--- config.mk ---
export PLATFORM = sky130hd
export DESIGN_NAME = bfr_filter
export DESIGN_NICKNAME = d
export VERILOG_FILES = /design/src/rtl/bfr_pkg.sv /design/src/rtl/bfr_filter.sv
export SDC_FILE = /design/constraint.sdc
export NUM_CORES = 1
export LEC_CHECK = 0
export BUFFER_PORTS_ARGS = -buffer_cell sky130_fd_sc_hd__buf_4
export CAP_MARGIN = 20
export CORE_UTILIZATION = 50
export CTS_BUF_LIST = sky130_fd_sc_hd__clkbuf_4
export DETAILED_ROUTE_END_ITERATION = 7
export HOLD_SLACK_MARGIN = 0.03
export PLACE_DENSITY = 0.67
export SLEW_MARGIN = 30
export SYNTH_ARGS = -nofsm -noshare
export SYNTH_HDL_FRONTEND = slang
export SYNTH_SLANG_ARGS = --single-unit
--- constraint.sdc ---
create_clock -name clock -period 5 [get_ports clock]
set_clock_uncertainty 0.15 [all_clocks]
set_input_delay 0.5 -clock clock [delete_from_list [all_inputs] [get_ports clock]]
set_output_delay 0.5 -clock clock [all_outputs]
set_load 0.05 [all_outputs]
--- src/rtl/bfr_pkg.sv ---
/*
 * Constants, register map and classification codes for the broadcast
 * frame relay filter. Assumes a 32-bit APB slave with byte addresses.
 */
package bfr_pkg;

    // Register byte offsets
    localparam logic [11:0] CTRL_OFF      = 12'h000;
    localparam logic [11:0] NODE_ID_OFF   = 12'h004;
    localparam logic [11:0] MAC_LO_OFF    = 12'h008;
    localparam logic [11:0] MAC_HI_OFF    = 12'h00C;
    localparam logic [11:0] BRANCH_OFF    = 12'h010;
    localparam logic [11:0] STATUS_OFF    = 12'h014;
    localparam logic [11:0] FRAME_CNT_OFF = 12'h018;
    localparam logic [11:0] DROP_CNT_OFF  = 12'h01C;
    localparam logic [11:0] LOCAL_ATTACHED_ADDRESS_TABLE_BASE     = 12'h040;
    localparam logic [11:0] REMOTE_ATTACHED_ADDRESS_TABLE_BASE     = 12'h080;
    localparam logic [11:0] TABLE_SPAN    = 12'h020;

    // Attached address tables
    localparam int unsigned TABLE_DEPTH     = 4;
    localparam int unsigned ENTRY_VALID_BIT = 31;

    // Control fields
    localparam int unsigned CTRL_EN_BIT         = 0;
    localparam int unsigned CTRL_OWN_RELAY_BIT  = 1;
    localparam int unsigned CTRL_LOCAL_ATTACHED_ADDRESS_TABLE_RELAY_BIT = 2;
    localparam int unsigned CTRL_REMOTE_ATTACHED_ADDRESS_TABLE_HOST_BIT  = 3;

    // Values after reset
    localparam logic [3:0]  CTRL_RST    = 4'h1;
    localparam logic [7:0]  NODE_ID_RST = 8'h00;
    localparam logic [47:0] MAC_RST     = 48'h000000000000;
    localparam logic [7:0]  BRANCH_RST  = 8'h00;

    // Protocol values
    localparam logic [7:0]  ALL_NODES_ID = 8'hFF;
    localparam logic [47:0] BCAST_MAC    = 48'hFFFFFFFFFFFF;
    localparam logic [47:0] MGMT_MAC     = 48'h0119A7527696;

    // Status fields
    localparam int unsigned STAT_ACT_LSB   = 0;
    localparam int unsigned STAT_CLASS_LSB = 8;
    localparam int unsigned STAT_LEAF_BIT  = 16;

    // Destination MAC class, highest priority first
    typedef enum logic [5:0] {
        CL_OWN   = 6'h01,
        CL_BCAST = 6'h02,
        CL_MGMT  = 6'h04,
        CL_LOCAL_ATTACHED_ADDRESS_TABLE  = 6'h08,
        CL_REMOTE_ATTACHED_ADDRESS_TABLE  = 6'h10,
        CL_OTHER = 6'h20
    } bfr_class_e;

endpackage : bfr_pkg

--- src/rtl/bfr_filter.sv ---
/*
 * Receive-side broadcast decision logic with its APB register file.
 * Assumes frames come from same-clock logic that has already run the
 * relay table filtering and flags its result on in_filter_drop.
 */
`timescale 1ns/1ns
`default_nettype none

module bfr_filter (
    input  wire logic        clock,
    input  wire logic        rst_n,
    // APB slave
    input  wire logic        psel,
    input  wire logic        penable,
    input  wire logic        pwrite,
    input  wire logic [11:0] paddr,
    input  wire logic [31:0] pwdata,
    output logic             pready,
    output logic [31:0]      prdata,
    output logic             pslverr,
    // Incoming frame descriptor
    input  wire logic        in_valid,
    output logic             in_ready,
    input  wire logic        in_bcast_bit,
    input  wire logic        in_mcast_bit,
    input  wire logic        in_is_link_control_data_unit,
    input  wire logic [7:0]  in_dest_node,
    input  wire logic [47:0] in_dest_mac,
    input  wire logic        in_filter_drop,
    input  wire logic [7:0]  in_tag,
    // Decision
    output logic             dec_valid,
    input  wire logic        dec_ready,
    output logic             dec_mgmt,
    output logic             dec_host,
    output logic             dec_relay,
    output logic             dec_unicast,
    output logic             dec_drop,
    output logic [7:0]       dec_tag
);

    ////////////////////////////////////////////////////////////////////
    // Register state

    logic [3:0]  ctrl_reg;
    logic [7:0]  node_id_reg;
    logic [47:0] mac_reg;
    logic [7:0]  branch_reg;
    logic [31:0] frame_cnt_reg;
    logic [31:0] drop_cnt_reg;
    logic [5:0]  last_class_reg;
    logic [4:0]  last_act_reg;
    logic [47:0] local_attached_address_table_mac [0:bfr_pkg::TABLE_DEPTH-1];
    logic        local_attached_address_table_vld [0:bfr_pkg::TABLE_DEPTH-1];
    logic [47:0] remote_attached_address_table_mac [0:bfr_pkg::TABLE_DEPTH-1];
    logic        remote_attached_address_table_vld [0:bfr_pkg::TABLE_DEPTH-1];

    logic        dec_valid_reg;
    logic        dec_mgmt_reg;
    logic        dec_host_reg;
    logic        dec_relay_reg;
    logic        dec_unicast_reg;
    logic        dec_drop_reg;
    logic [7:0]  dec_tag_reg;
    logic [31:0] prdata_reg;
    logic        pslverr_reg;

    ////////////////////////////////////////////////////////////////////
    // APB decode

    logic        setup_ph;
    logic        wr_en;
    logic        in_local_attached_address_table;
    logic        in_remote_attached_address_table;
    logic [1:0]  tbl_idx;
    logic        tbl_hi;
    logic        mapped;
    logic [31:0] rd_mux;
    logic        leaf;

    assign setup_ph = psel && !penable;
    assign pready   = psel && penable;
    assign wr_en    = psel && penable && pwrite && !pslverr_reg;
    assign in_local_attached_address_table  = paddr >= bfr_pkg::LOCAL_ATTACHED_ADDRESS_TABLE_BASE &&
                      paddr < bfr_pkg::LOCAL_ATTACHED_ADDRESS_TABLE_BASE + bfr_pkg::TABLE_SPAN;
    assign in_remote_attached_address_table  = paddr >= bfr_pkg::REMOTE_ATTACHED_ADDRESS_TABLE_BASE &&
                      paddr < bfr_pkg::REMOTE_ATTACHED_ADDRESS_TABLE_BASE + bfr_pkg::TABLE_SPAN;
    assign tbl_idx  = paddr[4:3];
    assign tbl_hi   = paddr[2];
    assign leaf     = branch_reg == 8'h00;

    always_comb begin
        mapped = 1'b1;
        rd_mux = 32'h00000000;
        if (paddr[1:0] != 2'h0) begin
            mapped = 1'b0;
        end else if (in_local_attached_address_table) begin
            rd_mux = tbl_hi ? {local_attached_address_table_vld[tbl_idx], 15'h0000,
                               local_attached_address_table_mac[tbl_idx][47:32]}
                            : local_attached_address_table_mac[tbl_idx][31:0];
        end else if (in_remote_attached_address_table) begin
            rd_mux = tbl_hi ? {remote_attached_address_table_vld[tbl_idx], 15'h0000,
                               remote_attached_address_table_mac[tbl_idx][47:32]}
                            : remote_attached_address_table_mac[tbl_idx][31:0];
        end else begin
            case (paddr)
                bfr_pkg::CTRL_OFF:      rd_mux = {28'h0000000, ctrl_reg};
                bfr_pkg::NODE_ID_OFF:   rd_mux = {24'h000000, node_id_reg};
                bfr_pkg::MAC_LO_OFF:    rd_mux = mac_reg[31:0];
                bfr_pkg::MAC_HI_OFF:    rd_mux = {16'h0000, mac_reg[47:32]};
                bfr_pkg::BRANCH_OFF:    rd_mux = {24'h000000, branch_reg};
                bfr_pkg::STATUS_OFF:    rd_mux = {15'h0000, leaf,
                                                  2'h0, last_class_reg,
                                                  3'h0, last_act_reg};
                bfr_pkg::FRAME_CNT_OFF: rd_mux = frame_cnt_reg;
                bfr_pkg::DROP_CNT_OFF:  rd_mux = drop_cnt_reg;
                default:                mapped = 1'b0;
            endcase
        end
    end

    // Read data and error are caught in setup so both come from flops
    always_ff @(posedge clock or negedge rst_n) begin
        if (!rst_n) begin
            prdata_reg  <= 32'h00000000;
            pslverr_reg <= 1'b0;
        end else if (setup_ph) begin
            prdata_reg  <= pwrite ? 32'h00000000 : rd_mux;
            pslverr_reg <= !mapped;
        end
    end

    assign prdata  = prdata_reg;
    assign pslverr = pslverr_reg && pready;

    always_ff @(posedge clock or negedge rst_n) begin
        if (!rst_n) begin
            ctrl_reg    <= bfr_pkg::CTRL_RST;
            node_id_reg <= bfr_pkg::NODE_ID_RST;
            mac_reg     <= bfr_pkg::MAC_RST;
            branch_reg  <= bfr_pkg::BRANCH_RST;
        end else if (wr_en) begin
            case (paddr)
                bfr_pkg::CTRL_OFF:    ctrl_reg           <= pwdata[3:0];
                bfr_pkg::NODE_ID_OFF: node_id_reg        <= pwdata[7:0];
                bfr_pkg::MAC_LO_OFF:  mac_reg[31:0]      <= pwdata;
                bfr_pkg::MAC_HI_OFF:  mac_reg[47:32]     <= pwdata[15:0];
                bfr_pkg::BRANCH_OFF:  branch_reg         <= pwdata[7:0];
                default:              ctrl_reg           <= ctrl_reg;
            endcase
        end
    end

    // Tables; an entry matches only while its valid bit is set
    always_ff @(posedge clock or negedge rst_n) begin
        if (!rst_n) begin
            for (int i = 0; i < bfr_pkg::TABLE_DEPTH; i++) begin
                local_attached_address_table_mac[i] <= bfr_pkg::MAC_RST;
                local_attached_address_table_vld[i] <= 1'b0;
                remote_attached_address_table_mac[i] <= bfr_pkg::MAC_RST;
                remote_attached_address_table_vld[i] <= 1'b0;
            end
        end else if (wr_en && in_local_attached_address_table) begin
            if (tbl_hi) begin
                local_attached_address_table_mac[tbl_idx][47:32] <= pwdata[15:0];
                local_attached_address_table_vld[tbl_idx] <= pwdata[bfr_pkg::ENTRY_VALID_BIT];
            end else begin
                local_attached_address_table_mac[tbl_idx][31:0] <= pwdata;
            end
        end else if (wr_en && in_remote_attached_address_table) begin
            if (tbl_hi) begin
                remote_attached_address_table_mac[tbl_idx][47:32] <= pwdata[15:0];
                remote_attached_address_table_vld[tbl_idx] <= pwdata[bfr_pkg::ENTRY_VALID_BIT];
            end else begin
                remote_attached_address_table_mac[tbl_idx][31:0] <= pwdata;
            end
        end
    end

    ////////////////////////////////////////////////////////////////////
    // Classification

    logic               hit_local_attached_address_table;
    logic               hit_remote_attached_address_table;
    bfr_pkg::bfr_class_e cls;

    always_comb begin
        hit_local_attached_address_table = 1'b0;
        hit_remote_attached_address_table = 1'b0;
        for (int i = 0; i < bfr_pkg::TABLE_DEPTH; i++) begin
            if (local_attached_address_table_vld[i] && local_attached_address_table_mac[i] == in_dest_mac) begin
                hit_local_attached_address_table = 1'b1;
            end
            if (remote_attached_address_table_vld[i] && remote_attached_address_table_mac[i] == in_dest_mac) begin
                hit_remote_attached_address_table = 1'b1;
            end
        end
    end

    // Own address wins so a table entry for it never hides it
    always_comb begin
        if (in_dest_mac == mac_reg) begin
            cls = bfr_pkg::CL_OWN;
        end else if (in_dest_mac == bfr_pkg::BCAST_MAC) begin
            cls = bfr_pkg::CL_BCAST;
        end else if (in_dest_mac == bfr_pkg::MGMT_MAC) begin
            cls = bfr_pkg::CL_MGMT;
        end else if (hit_local_attached_address_table) begin
            cls = bfr_pkg::CL_LOCAL_ATTACHED_ADDRESS_TABLE;
        end else if (hit_remote_attached_address_table) begin
            cls = bfr_pkg::CL_REMOTE_ATTACHED_ADDRESS_TABLE;
        end else begin
            cls = bfr_pkg::CL_OTHER;
        end
    end

    ////////////////////////////////////////////////////////////////////
    // Decision table

    logic opt_own;
    logic opt_local_attached_address_table;
    logic opt_remote_attached_address_table;
    logic n_mgmt;
    logic n_host;
    logic n_relay;
    logic n_uni;
    logic accept;

    assign opt_own  = ctrl_reg[bfr_pkg::CTRL_OWN_RELAY_BIT];
    assign opt_local_attached_address_table = ctrl_reg[bfr_pkg::CTRL_LOCAL_ATTACHED_ADDRESS_TABLE_RELAY_BIT];
    assign opt_remote_attached_address_table = ctrl_reg[bfr_pkg::CTRL_REMOTE_ATTACHED_ADDRESS_TABLE_HOST_BIT];
    assign in_ready = ctrl_reg[bfr_pkg::CTRL_EN_BIT] &&
                      (!dec_valid_reg || dec_ready);
    assign accept   = in_valid && in_ready;

    always_comb begin
        n_mgmt  = 1'b0;
        n_host  = 1'b0;
        n_relay = 1'b0;
        n_uni   = 1'b0;
        if (in_filter_drop) begin
            n_uni = 1'b0;
        end else if (!in_bcast_bit) begin
            n_uni = 1'b1;
        end else if (in_dest_node == node_id_reg) begin
            n_uni = 1'b1;
        end else if (in_dest_node != bfr_pkg::ALL_NODES_ID) begin
            n_relay = !leaf;
        end else if (in_is_link_control_data_unit) begin
            case (cls)
                bfr_pkg::CL_OWN: begin
                    n_mgmt  = 1'b1;
                    n_relay = !leaf && opt_own;
                end
                bfr_pkg::CL_BCAST, bfr_pkg::CL_MGMT: begin
                    n_mgmt  = 1'b1;
                    n_relay = !leaf;
                end
                default: begin
                    n_relay = !leaf;
                end
            endcase
        end else begin
            case (cls)
                bfr_pkg::CL_OWN: begin
                    n_mgmt  = 1'b1;
                    n_relay = !leaf && opt_own;
                end
                bfr_pkg::CL_MGMT: begin
                    n_mgmt  = 1'b1;
                    n_relay = !leaf;
                end
                bfr_pkg::CL_BCAST: begin
                    n_mgmt  = 1'b1;
                    n_host  = 1'b1;
                    n_relay = !leaf;
                end
                bfr_pkg::CL_LOCAL_ATTACHED_ADDRESS_TABLE: begin
                    n_host  = 1'b1;
                    n_relay = !leaf && opt_local_attached_address_table;
                end
                bfr_pkg::CL_REMOTE_ATTACHED_ADDRESS_TABLE: begin
                    n_host  = opt_remote_attached_address_table;
                    n_relay = !leaf;
                end
                default: begin
                    n_host  = 1'b1;
                    n_relay = !leaf;
                end
            endcase
        end
    end

    always_ff @(posedge clock or negedge rst_n) begin
        if (!rst_n) begin
            dec_valid_reg   <= 1'b0;
            dec_mgmt_reg    <= 1'b0;
            dec_host_reg    <= 1'b0;
            dec_relay_reg   <= 1'b0;
            dec_unicast_reg <= 1'b0;
            dec_drop_reg    <= 1'b0;
            dec_tag_reg     <= 8'h00;
        end else if (accept) begin
            dec_valid_reg   <= 1'b1;
            dec_mgmt_reg    <= n_mgmt;
            dec_host_reg    <= n_host;
            dec_relay_reg   <= n_relay;
            dec_unicast_reg <= n_uni;
            dec_drop_reg    <= !(n_mgmt || n_host || n_relay || n_uni);
            dec_tag_reg     <= in_tag;
        end else if (dec_ready) begin
            dec_valid_reg   <= 1'b0;
        end
    end

    assign dec_valid   = dec_valid_reg;
    assign dec_mgmt    = dec_mgmt_reg;
    assign dec_host    = dec_host_reg;
    assign dec_relay   = dec_relay_reg;
    assign dec_unicast = dec_unicast_reg;
    assign dec_drop    = dec_drop_reg;
    assign dec_tag     = dec_tag_reg;

    // Counters wrap silently; software reads the difference
    always_ff @(posedge clock or negedge rst_n) begin
        if (!rst_n) begin
            frame_cnt_reg  <= 32'h00000000;
            drop_cnt_reg   <= 32'h00000000;
            last_class_reg <= 6'h00;
            last_act_reg   <= 5'h00;
        end else if (accept) begin
            frame_cnt_reg  <= frame_cnt_reg + 32'h00000001;
            last_class_reg <= cls;
            last_act_reg   <= {n_uni, n_relay, n_host, n_mgmt,
                               !(n_mgmt || n_host || n_relay || n_uni)};
            if (!(n_mgmt || n_host || n_relay || n_uni)) begin
                drop_cnt_reg <= drop_cnt_reg + 32'h00000001;
            end
        end
    end

    logic bc_ok;
    assign bc_ok = accept && in_bcast_bit && !in_filter_drop;
endmodule : bfr_filter

`default_nettype wire

# Word level (Yosys, flattened, before mapping)
# Index checks and enable logic that the tools add are counted.
[classes]
bitwise_logic = 3
n_mul = 0
n_reduce_logical = 48
add_sub_neg = 2
shifts = 0
div = 0
order_cmp = 6
eq_ne = 25
mux = 73
[op_table]
columns = ["op", "n"]
rows = [
  ["bitwise mux 192 bit", 4],
  ["equality test 48 bit", 9],
  ["two-way mux 192 bit", 2],
  ["one-hot mux 32 bit (8 select lines)", 1],
  ["two-way mux 48 bit", 5],
  ["two-way mux 32 bit", 7],
  ["binary-select mux 48 bit (select 2 bit)", 2],
  ["demux 48 bit (select 2 bit)", 2],
  ["adder 32 x 1 -> 32 bit, second input constant", 2],
  ["equality test 12 x 5 -> 1 bit, second input constant", 4],
  ["equality test 48 x 41 -> 1 bit, second input constant", 1],
  ["equality test 48 bit, second input constant", 1],
  ["two-way mux 1 bit", 38],
  ["two-way mux 6 bit", 5],
  ["equality test 12 x 4 -> 1 bit, second input constant", 2],
  ["logical AND 1 bit", 22],
  ["AND reduction 2 bit", 8],
  ["equality test 12 x 3 -> 1 bit, second input constant", 1],
  ["greater-or-equal comparator 12 x 7 -> 1 bit, second input constant", 1],
  ["greater-or-equal comparator 12 x 8 -> 1 bit, second input constant", 1],
  ["logical NOT 12 bit", 1],
  ["< comparator 12 x 7 -> 1 bit, second input constant", 1],
  ["< comparator 12 x 8 -> 1 bit, second input constant", 1],
  ["bitwise mux 4 bit", 2],
  ["22 further kinds", 34],
]
[word_totals]
out_inout_bits = 49
romBits = 0
input_bits = 119
elab_cells = 191
ramBits = 0
latchBits = 0
reg_bits = 582
mem_count = 0

# Logic depth before layout (Yosys ltp)
[logic_depth]
word_depth = 24
depth_mapped = 11
depth_no_buf = 9

# Worst setup path after synthesis
# Ideal clock, no wire load.
[synth_timing]
kind = "in2reg"
start = "input penable"
end = "register remote_attached_address_table_mac[40] (netlist bit)"
path_stages = 8
arrival_time_ns = 2.804
n_path_buf = 2
required_time_ns = 4.725
slack_ns = 1.922
path_cell_list = "and2_1 and3b_1 clkbuf_1 and2_1 nand3_1 nor2_1 clkbuf_1 mux2_2"
[synth_via]
elab_chain_len = 6
word_cells_on_any_way = 7
classes_between = "bitwise (1); reduce/logical (6)"
[synth_rtl]
columns = ["element", "line_no", "rtl"]
rows = [
  ["from (decl)", "bfr_filter.sv:14", "input wire logic penable,"],
  ["logical AND 1 bit (*) (3 in a row)", "bfr_filter.sv:83", "assign wr_en = psel && penable && pwrite && !pslverr_reg;"],
  ["logical AND 1 bit", "bfr_filter.sv:163", "end else if (wr_en && in_local_attached_address_table) begin"],
  ["NOT 1 bit (no line)", "--", ""],
  ["AND reduction 2 bit (no line) (*)", "--", ""],
  ["to (signal, indexed assignment)", "bfr_filter.sv:160", "remote_attached_address_table_mac[i] <= bfr_pkg::MAC_RST;"],
  ["to (signal, indexed assignment)", "bfr_filter.sv:172", "remote_attached_address_table_mac[tbl_idx][47:32] <= pwdata[15:0];"],
  ["to (signal, indexed assignment)", "bfr_filter.sv:175", "remote_attached_address_table_mac[tbl_idx][31:0] <= pwdata;"],
  ["to (decl)", "bfr_filter.sv:55", "logic [47:0] remote_attached_address_table_mac [0:bfr_pkg::TABLE_DEPTH-1];"],
]
# Every way passes the cells marked *; elsewhere a longest branch is shown, timed or not.
# A chain may end at the register's enable or synchronous reset.

# Worst setup path in the final report
[layout_timing]
start = "register remote_attached_address_table_mac[155] (netlist bit)"
end = "register drop_cnt_reg[1]"
[layout_via]
elab_chain_len = 24
word_cells_on_any_way = 41
classes_between = "eq/ne (6); mux (27); bitwise (1); reduce/logical (7)"
[layout_rtl]
columns = ["element", "line_no", "rtl"]
rows = [
  ["equality test 48 bit (*)", "bfr_filter.sv:194", "if (remote_attached_address_table_vld[i] && remote_attached_address_table_mac[i] == in_dest_mac) begin"],
  ["logical AND 1 bit (*)", "bfr_filter.sv:194", ""],
  ["two-way mux 1 bit (*) (4 in a row)", "bfr_filter.sv:194", ""],
  ["two-way mux 6 bit (*)", "bfr_filter.sv:210", "end else if (hit_remote_attached_address_table) begin"],
  ["two-way mux 6 bit (*)", "bfr_filter.sv:208", "end else if (hit_local_attached_address_table) begin"],
  ["two-way mux 6 bit (*)", "bfr_filter.sv:206", "end else if (in_dest_mac == bfr_pkg::MGMT_MAC) begin"],
  ["two-way mux 6 bit (*)", "bfr_filter.sv:204", "end else if (in_dest_mac == bfr_pkg::BCAST_MAC) begin"],
  ["two-way mux 6 bit (*)", "bfr_filter.sv:202", "if (in_dest_mac == mac_reg) begin"],
  ["[... 4 more ...]", "--", ""],
  ["two-way mux 1 bit", "bfr_filter.sv:247", "end else if (in_dest_node != bfr_pkg::ALL_NODES_ID) begin"],
  ["two-way mux 1 bit", "bfr_filter.sv:245", "end else if (in_dest_node == node_id_reg) begin"],
  ["two-way mux 1 bit", "bfr_filter.sv:243", "end else if (!in_bcast_bit) begin"],
  ["two-way mux 1 bit", "bfr_filter.sv:241", "if (in_filter_drop) begin"],
  ["logical OR 1 bit", "bfr_filter.sv:336", "if (!(n_mgmt || n_host || n_relay || n_uni)) begin"],
  ["logical OR 1 bit (*) (2 in a row)", "bfr_filter.sv:336", ""],
  ["NOT 1 bit (no line) (*)", "--", ""],
  ["AND reduction 2 bit (no line) (*)", "--", ""],
  ["to (signal assigned)", "bfr_filter.sv:337", "drop_cnt_reg <= drop_cnt_reg + 32'h00000001;"],
  ["to (decl)", "bfr_filter.sv:50", "logic [31:0] drop_cnt_reg;"],
]
# Marks and branches as above.

==> impl_metrics.py <==
metrics = {
    "die": {
        "start_util": 0.506,
        "io_pins": 168,
        "core_um2": 61800,
        "die_area_um2": 63600,
        "rows": 91,
        "die_h_um": 252,
        "die_x_um": 252,
    },
    "yosys": {
        "synth-edff-count": 0,
        "synth.avg_cell_area_um2": 12.4,
        "async_flop_share": 1.00,
        "syn_nets": 2651,
        "ys_ff_latch": 577,
        "ys_seq_area_frac": 0.461,
        "yosys_warnings": 0,
        "synthDominantCellAreaShare": 0.460,
        "synthTopCellsByArea": "dfrtp_1 46%, mux2_2 17%, xnor2_1 9.3%, mux4_2 7.1%, xor2_1 4.2%",
        "synthCells": 2530,
        "synth_flop_cell": "dfrtp_1",
        "syn_area_um2": 31300,
        "synth_cell_types": 62,
        "yosysTopAreaCell": "dfrtp_1",
    },
    "setup_path": {
        "critPathCaptureType": "flip-flop",
        "reg2reg_depth": 9,
        "cp.depth": 9,
        "rr_startpoint": "remote_attached_address_table_mac[155]$_DFFE_PN0P_",
        "crit_slowest_cell": "nor4_1",
        "path_buf_inv": 1,
        "crit_path_frequent_cell": "nor4_1",
        "crit_family": "simple AND/OR/NAND/NOR gates",
        "cp_data_arrival_time_ns": 4.54,
        "criticalPathCategory": "reg -> reg",
        "worstPathRequired_ns": 5.77,
        "timing.critical_path.cells": "xor2_1 > nor4_1 > nand4_1 > nor4_1 > o41ai_1 > o31a_1 > nor3_4 > buf_4 > mux2_2",
        "startpoint_type": "flip-flop",
        "critPathMaxFanout": 19,
        "crit_path_max_incr_delay_ns": 0.65,
        "crit_start": "remote_attached_address_table_mac[155]$_DFFE_PN0P_",
    },
    "cells_and_area": {
        "syn2layout_area_growth_pct": 16.4,
        "layout.nets": 2940,
        "final_common_cell": "dfrtp_1",
        "instances_no_fill": 3786,
        "drive_gt1_frac": 0.366,
        "layout_common_cells": "576 x dfrtp_1, 467 x mux2_2, 333 x xnor2_1, 249 x clkbuf_4, 206 x buf_4",
    },
    "min_path": {
        "hold_start": "paddr[5]",
        "hold_path_class": "in -> reg",
        "whs_path_depth": 7,
    },
    "grt": {
        "grt_overflow_total": 0,
        "grt.total_usage": 0.405,
        "antenna_found_initial": 5,
        "grt_pass1_vias": 24300,
        "grt_pass1_wl_mm": 179,
        "grt_max_degree": 98,
    },
    "placement": {
        "port_buffers": 166,
        "dp_hpwl_mm": 92.7,
        "routabilityCongestion": 1.03,
        "dpl_worst_slack_ns": 1.12,
        "placed_cells": 3410,
    },
    "sta": {
        "worst_pin_slew_ns": 1.07,
        "setup_tns_ns": 0,
        "period_needed_ns": 3.76,
        "fin_crit_sh": 0.753,
        "hold_violations": 0,
        "maxSlewViolCount": 0,
        "rsz0062_at_grt": "no",
        "worst_slack_ns": 1.24,
        "fmaxAchievable_mhz": 266,
        "setup_viol": 0,
        "relSlewSlack": 0.281,
    },
    "power_and_ir_drop": {
        "p_leak_nw": 16.9,
        "ir_drop_mv": 0.199,
        "power_per_cell_area_nw_per_um2": 284,
    },
    "clock_network": {
        "h-tree-depth": 4,
        "cts.sinks": 577,
        "cts_buffer_depth": 3,
        "clk-insertion-delay-late_ns": 1.07,
        "cts_setup_buffers": 0,
        "clk_pin_slew_ns": 0.07,
        "cts_buffers": 164,
        "cts_root_buf": "clkbuf_4",
        "cts_tree": "built",
    },
    "detailed_routing": {
        "wl_per_cell_um": 33.6,
        "dr.pass1.iters": 8,
        "drc": 0,
        "vias_per_cell": 6.34,
        "ant_nets": 0,
        "drt-total-wl_mm": 127,
        "drt-initial-drc-count": 2405,
        "vias": 24000,
    },
    "job": {
        "max-cap-violations": 0,
    },
    "status": {
        "status": "complete, no violations",
    },
}
[cell usage after synthesis (7+ instances only)]
library cell,n
a21oi_1,21
a221oi_1,16
a222oi_1,11
a22o_1,26
a22oi_1,39
and2_1,10
and3_1,20
and4_1,8
buf_1,32
buf_2,47
buf_4,7
clkbuf_1,83
dfrtp_1,576
inv_1,17
mux2_2,467
mux2i_1,32
mux4_2,98
nand2_1,134
nand2b_1,15
nand3_1,67
nand4_1,105
nor2_1,47
nor3_1,19
nor4_1,61
o21ai_0,22
xnor2_1,333
xor2_1,150
[power by group]
part	total [mW]	internal, mW	switching (mW)
Clock	4.74	2.57	2.17
Sequential	4.69	4.68	0.0100
Combinational	0.914	0.284	0.630
[worst min-delay path, stage by stage]
cell     delay (ns)
buf_4          0.08
nor2_1         0.03
nand2_1        0.14
nor3b_2        0.07
buf_4          0.19
a21oi_1        0.14
a22o_1         0.12
[kinds of logic (layout without fill, tap and decap cells)]
kind of cell / Yosys count / count (layout) / synth area share
buffers and inverters: 191 / 604 / 0.0266
other: 0 / 6 / 0
multiplexers: 597 / 597 / 0.249
AO/OA/AOI/OAI: 171 / 171 / 0.0417
flip-flops: 577 / 577 / 0.461
XOR/XNOR: 483 / 483 / 0.135
AND/OR/NAND/NOR: 509 / 509 / 0.0857
adder cells (fa/ha/maj): 2 / 2 / 0.000799
[worst paths after layout]
check / endpoint / slack [ns]
worst min register to register: drop_cnt_reg[31]$_DFFE_PN0P_ / 0.33
min in group asynchronous: prdata[7]$_DFFE_PN0P_ / 0.37
worst max register to register: drop_cnt_reg[1]$_DFFE_PN0P_ / 1.24
worst min-delay path: prdata[12]$_DFFE_PN0P_ / 0.13
max in group asynchronous: remote_attached_address_table_mac[114]$_DFFE_PN0P_ / 3.32
worst max-delay path: drop_cnt_reg[1]$_DFFE_PN0P_ / 1.24
[final cells by class]
type	instances	area [um^2]
Antenna cell	6	15.0
Clock buffer	249	1870
Clock inverter	41	334
Fill cell	5236	25400
Inverter	18	67.6
Multi-Input combinational cell	1762	16100
Sequential cell	577	14400
Tap cell	837	1050
Timing Repair Buffer	296	2550
[repair_timing]
action | 4_1_cts | 5_1_grt
endpoints found under the hold margin | 738 | 0
gates resized for setup | 0 | 0
hold buffers | 80 | 0
[layer usage]
metal | vias to the layer above | part of all wire | track usage
met1 | 12400 | 0.38 | 0.500
met2 | 1290 | 0.47 | 0.636
met4 | 2 | 0.080 | 0.291
li1 | 9901 | - | -
met5 | - | 0.00016 | 0
met3 | 352 | 0.074 | 0.0820
[per-stage QoR]
| stage | cell area (um^2) | power [mW] | util | hold WS (ns) |
|---|---|---|---|---|
| floorplan | 31300 | 5.14 | - | 0.0544 |
| CTS | 36400 | 10.4 | 0.589 | 0.0691 |
| global placement | 33400 | 5.62 | 0.540 | 0.306 |
| detailed placement | 33400 | 5.62 | 0.540 | 0.314 |
| finish | 36400 | 10.3 | 0.589 | 0.127 |
| global route | 36400 | 10.7 | 0.589 | 0.181 |
Note: power is estimated with default switching activity, not from simulation.
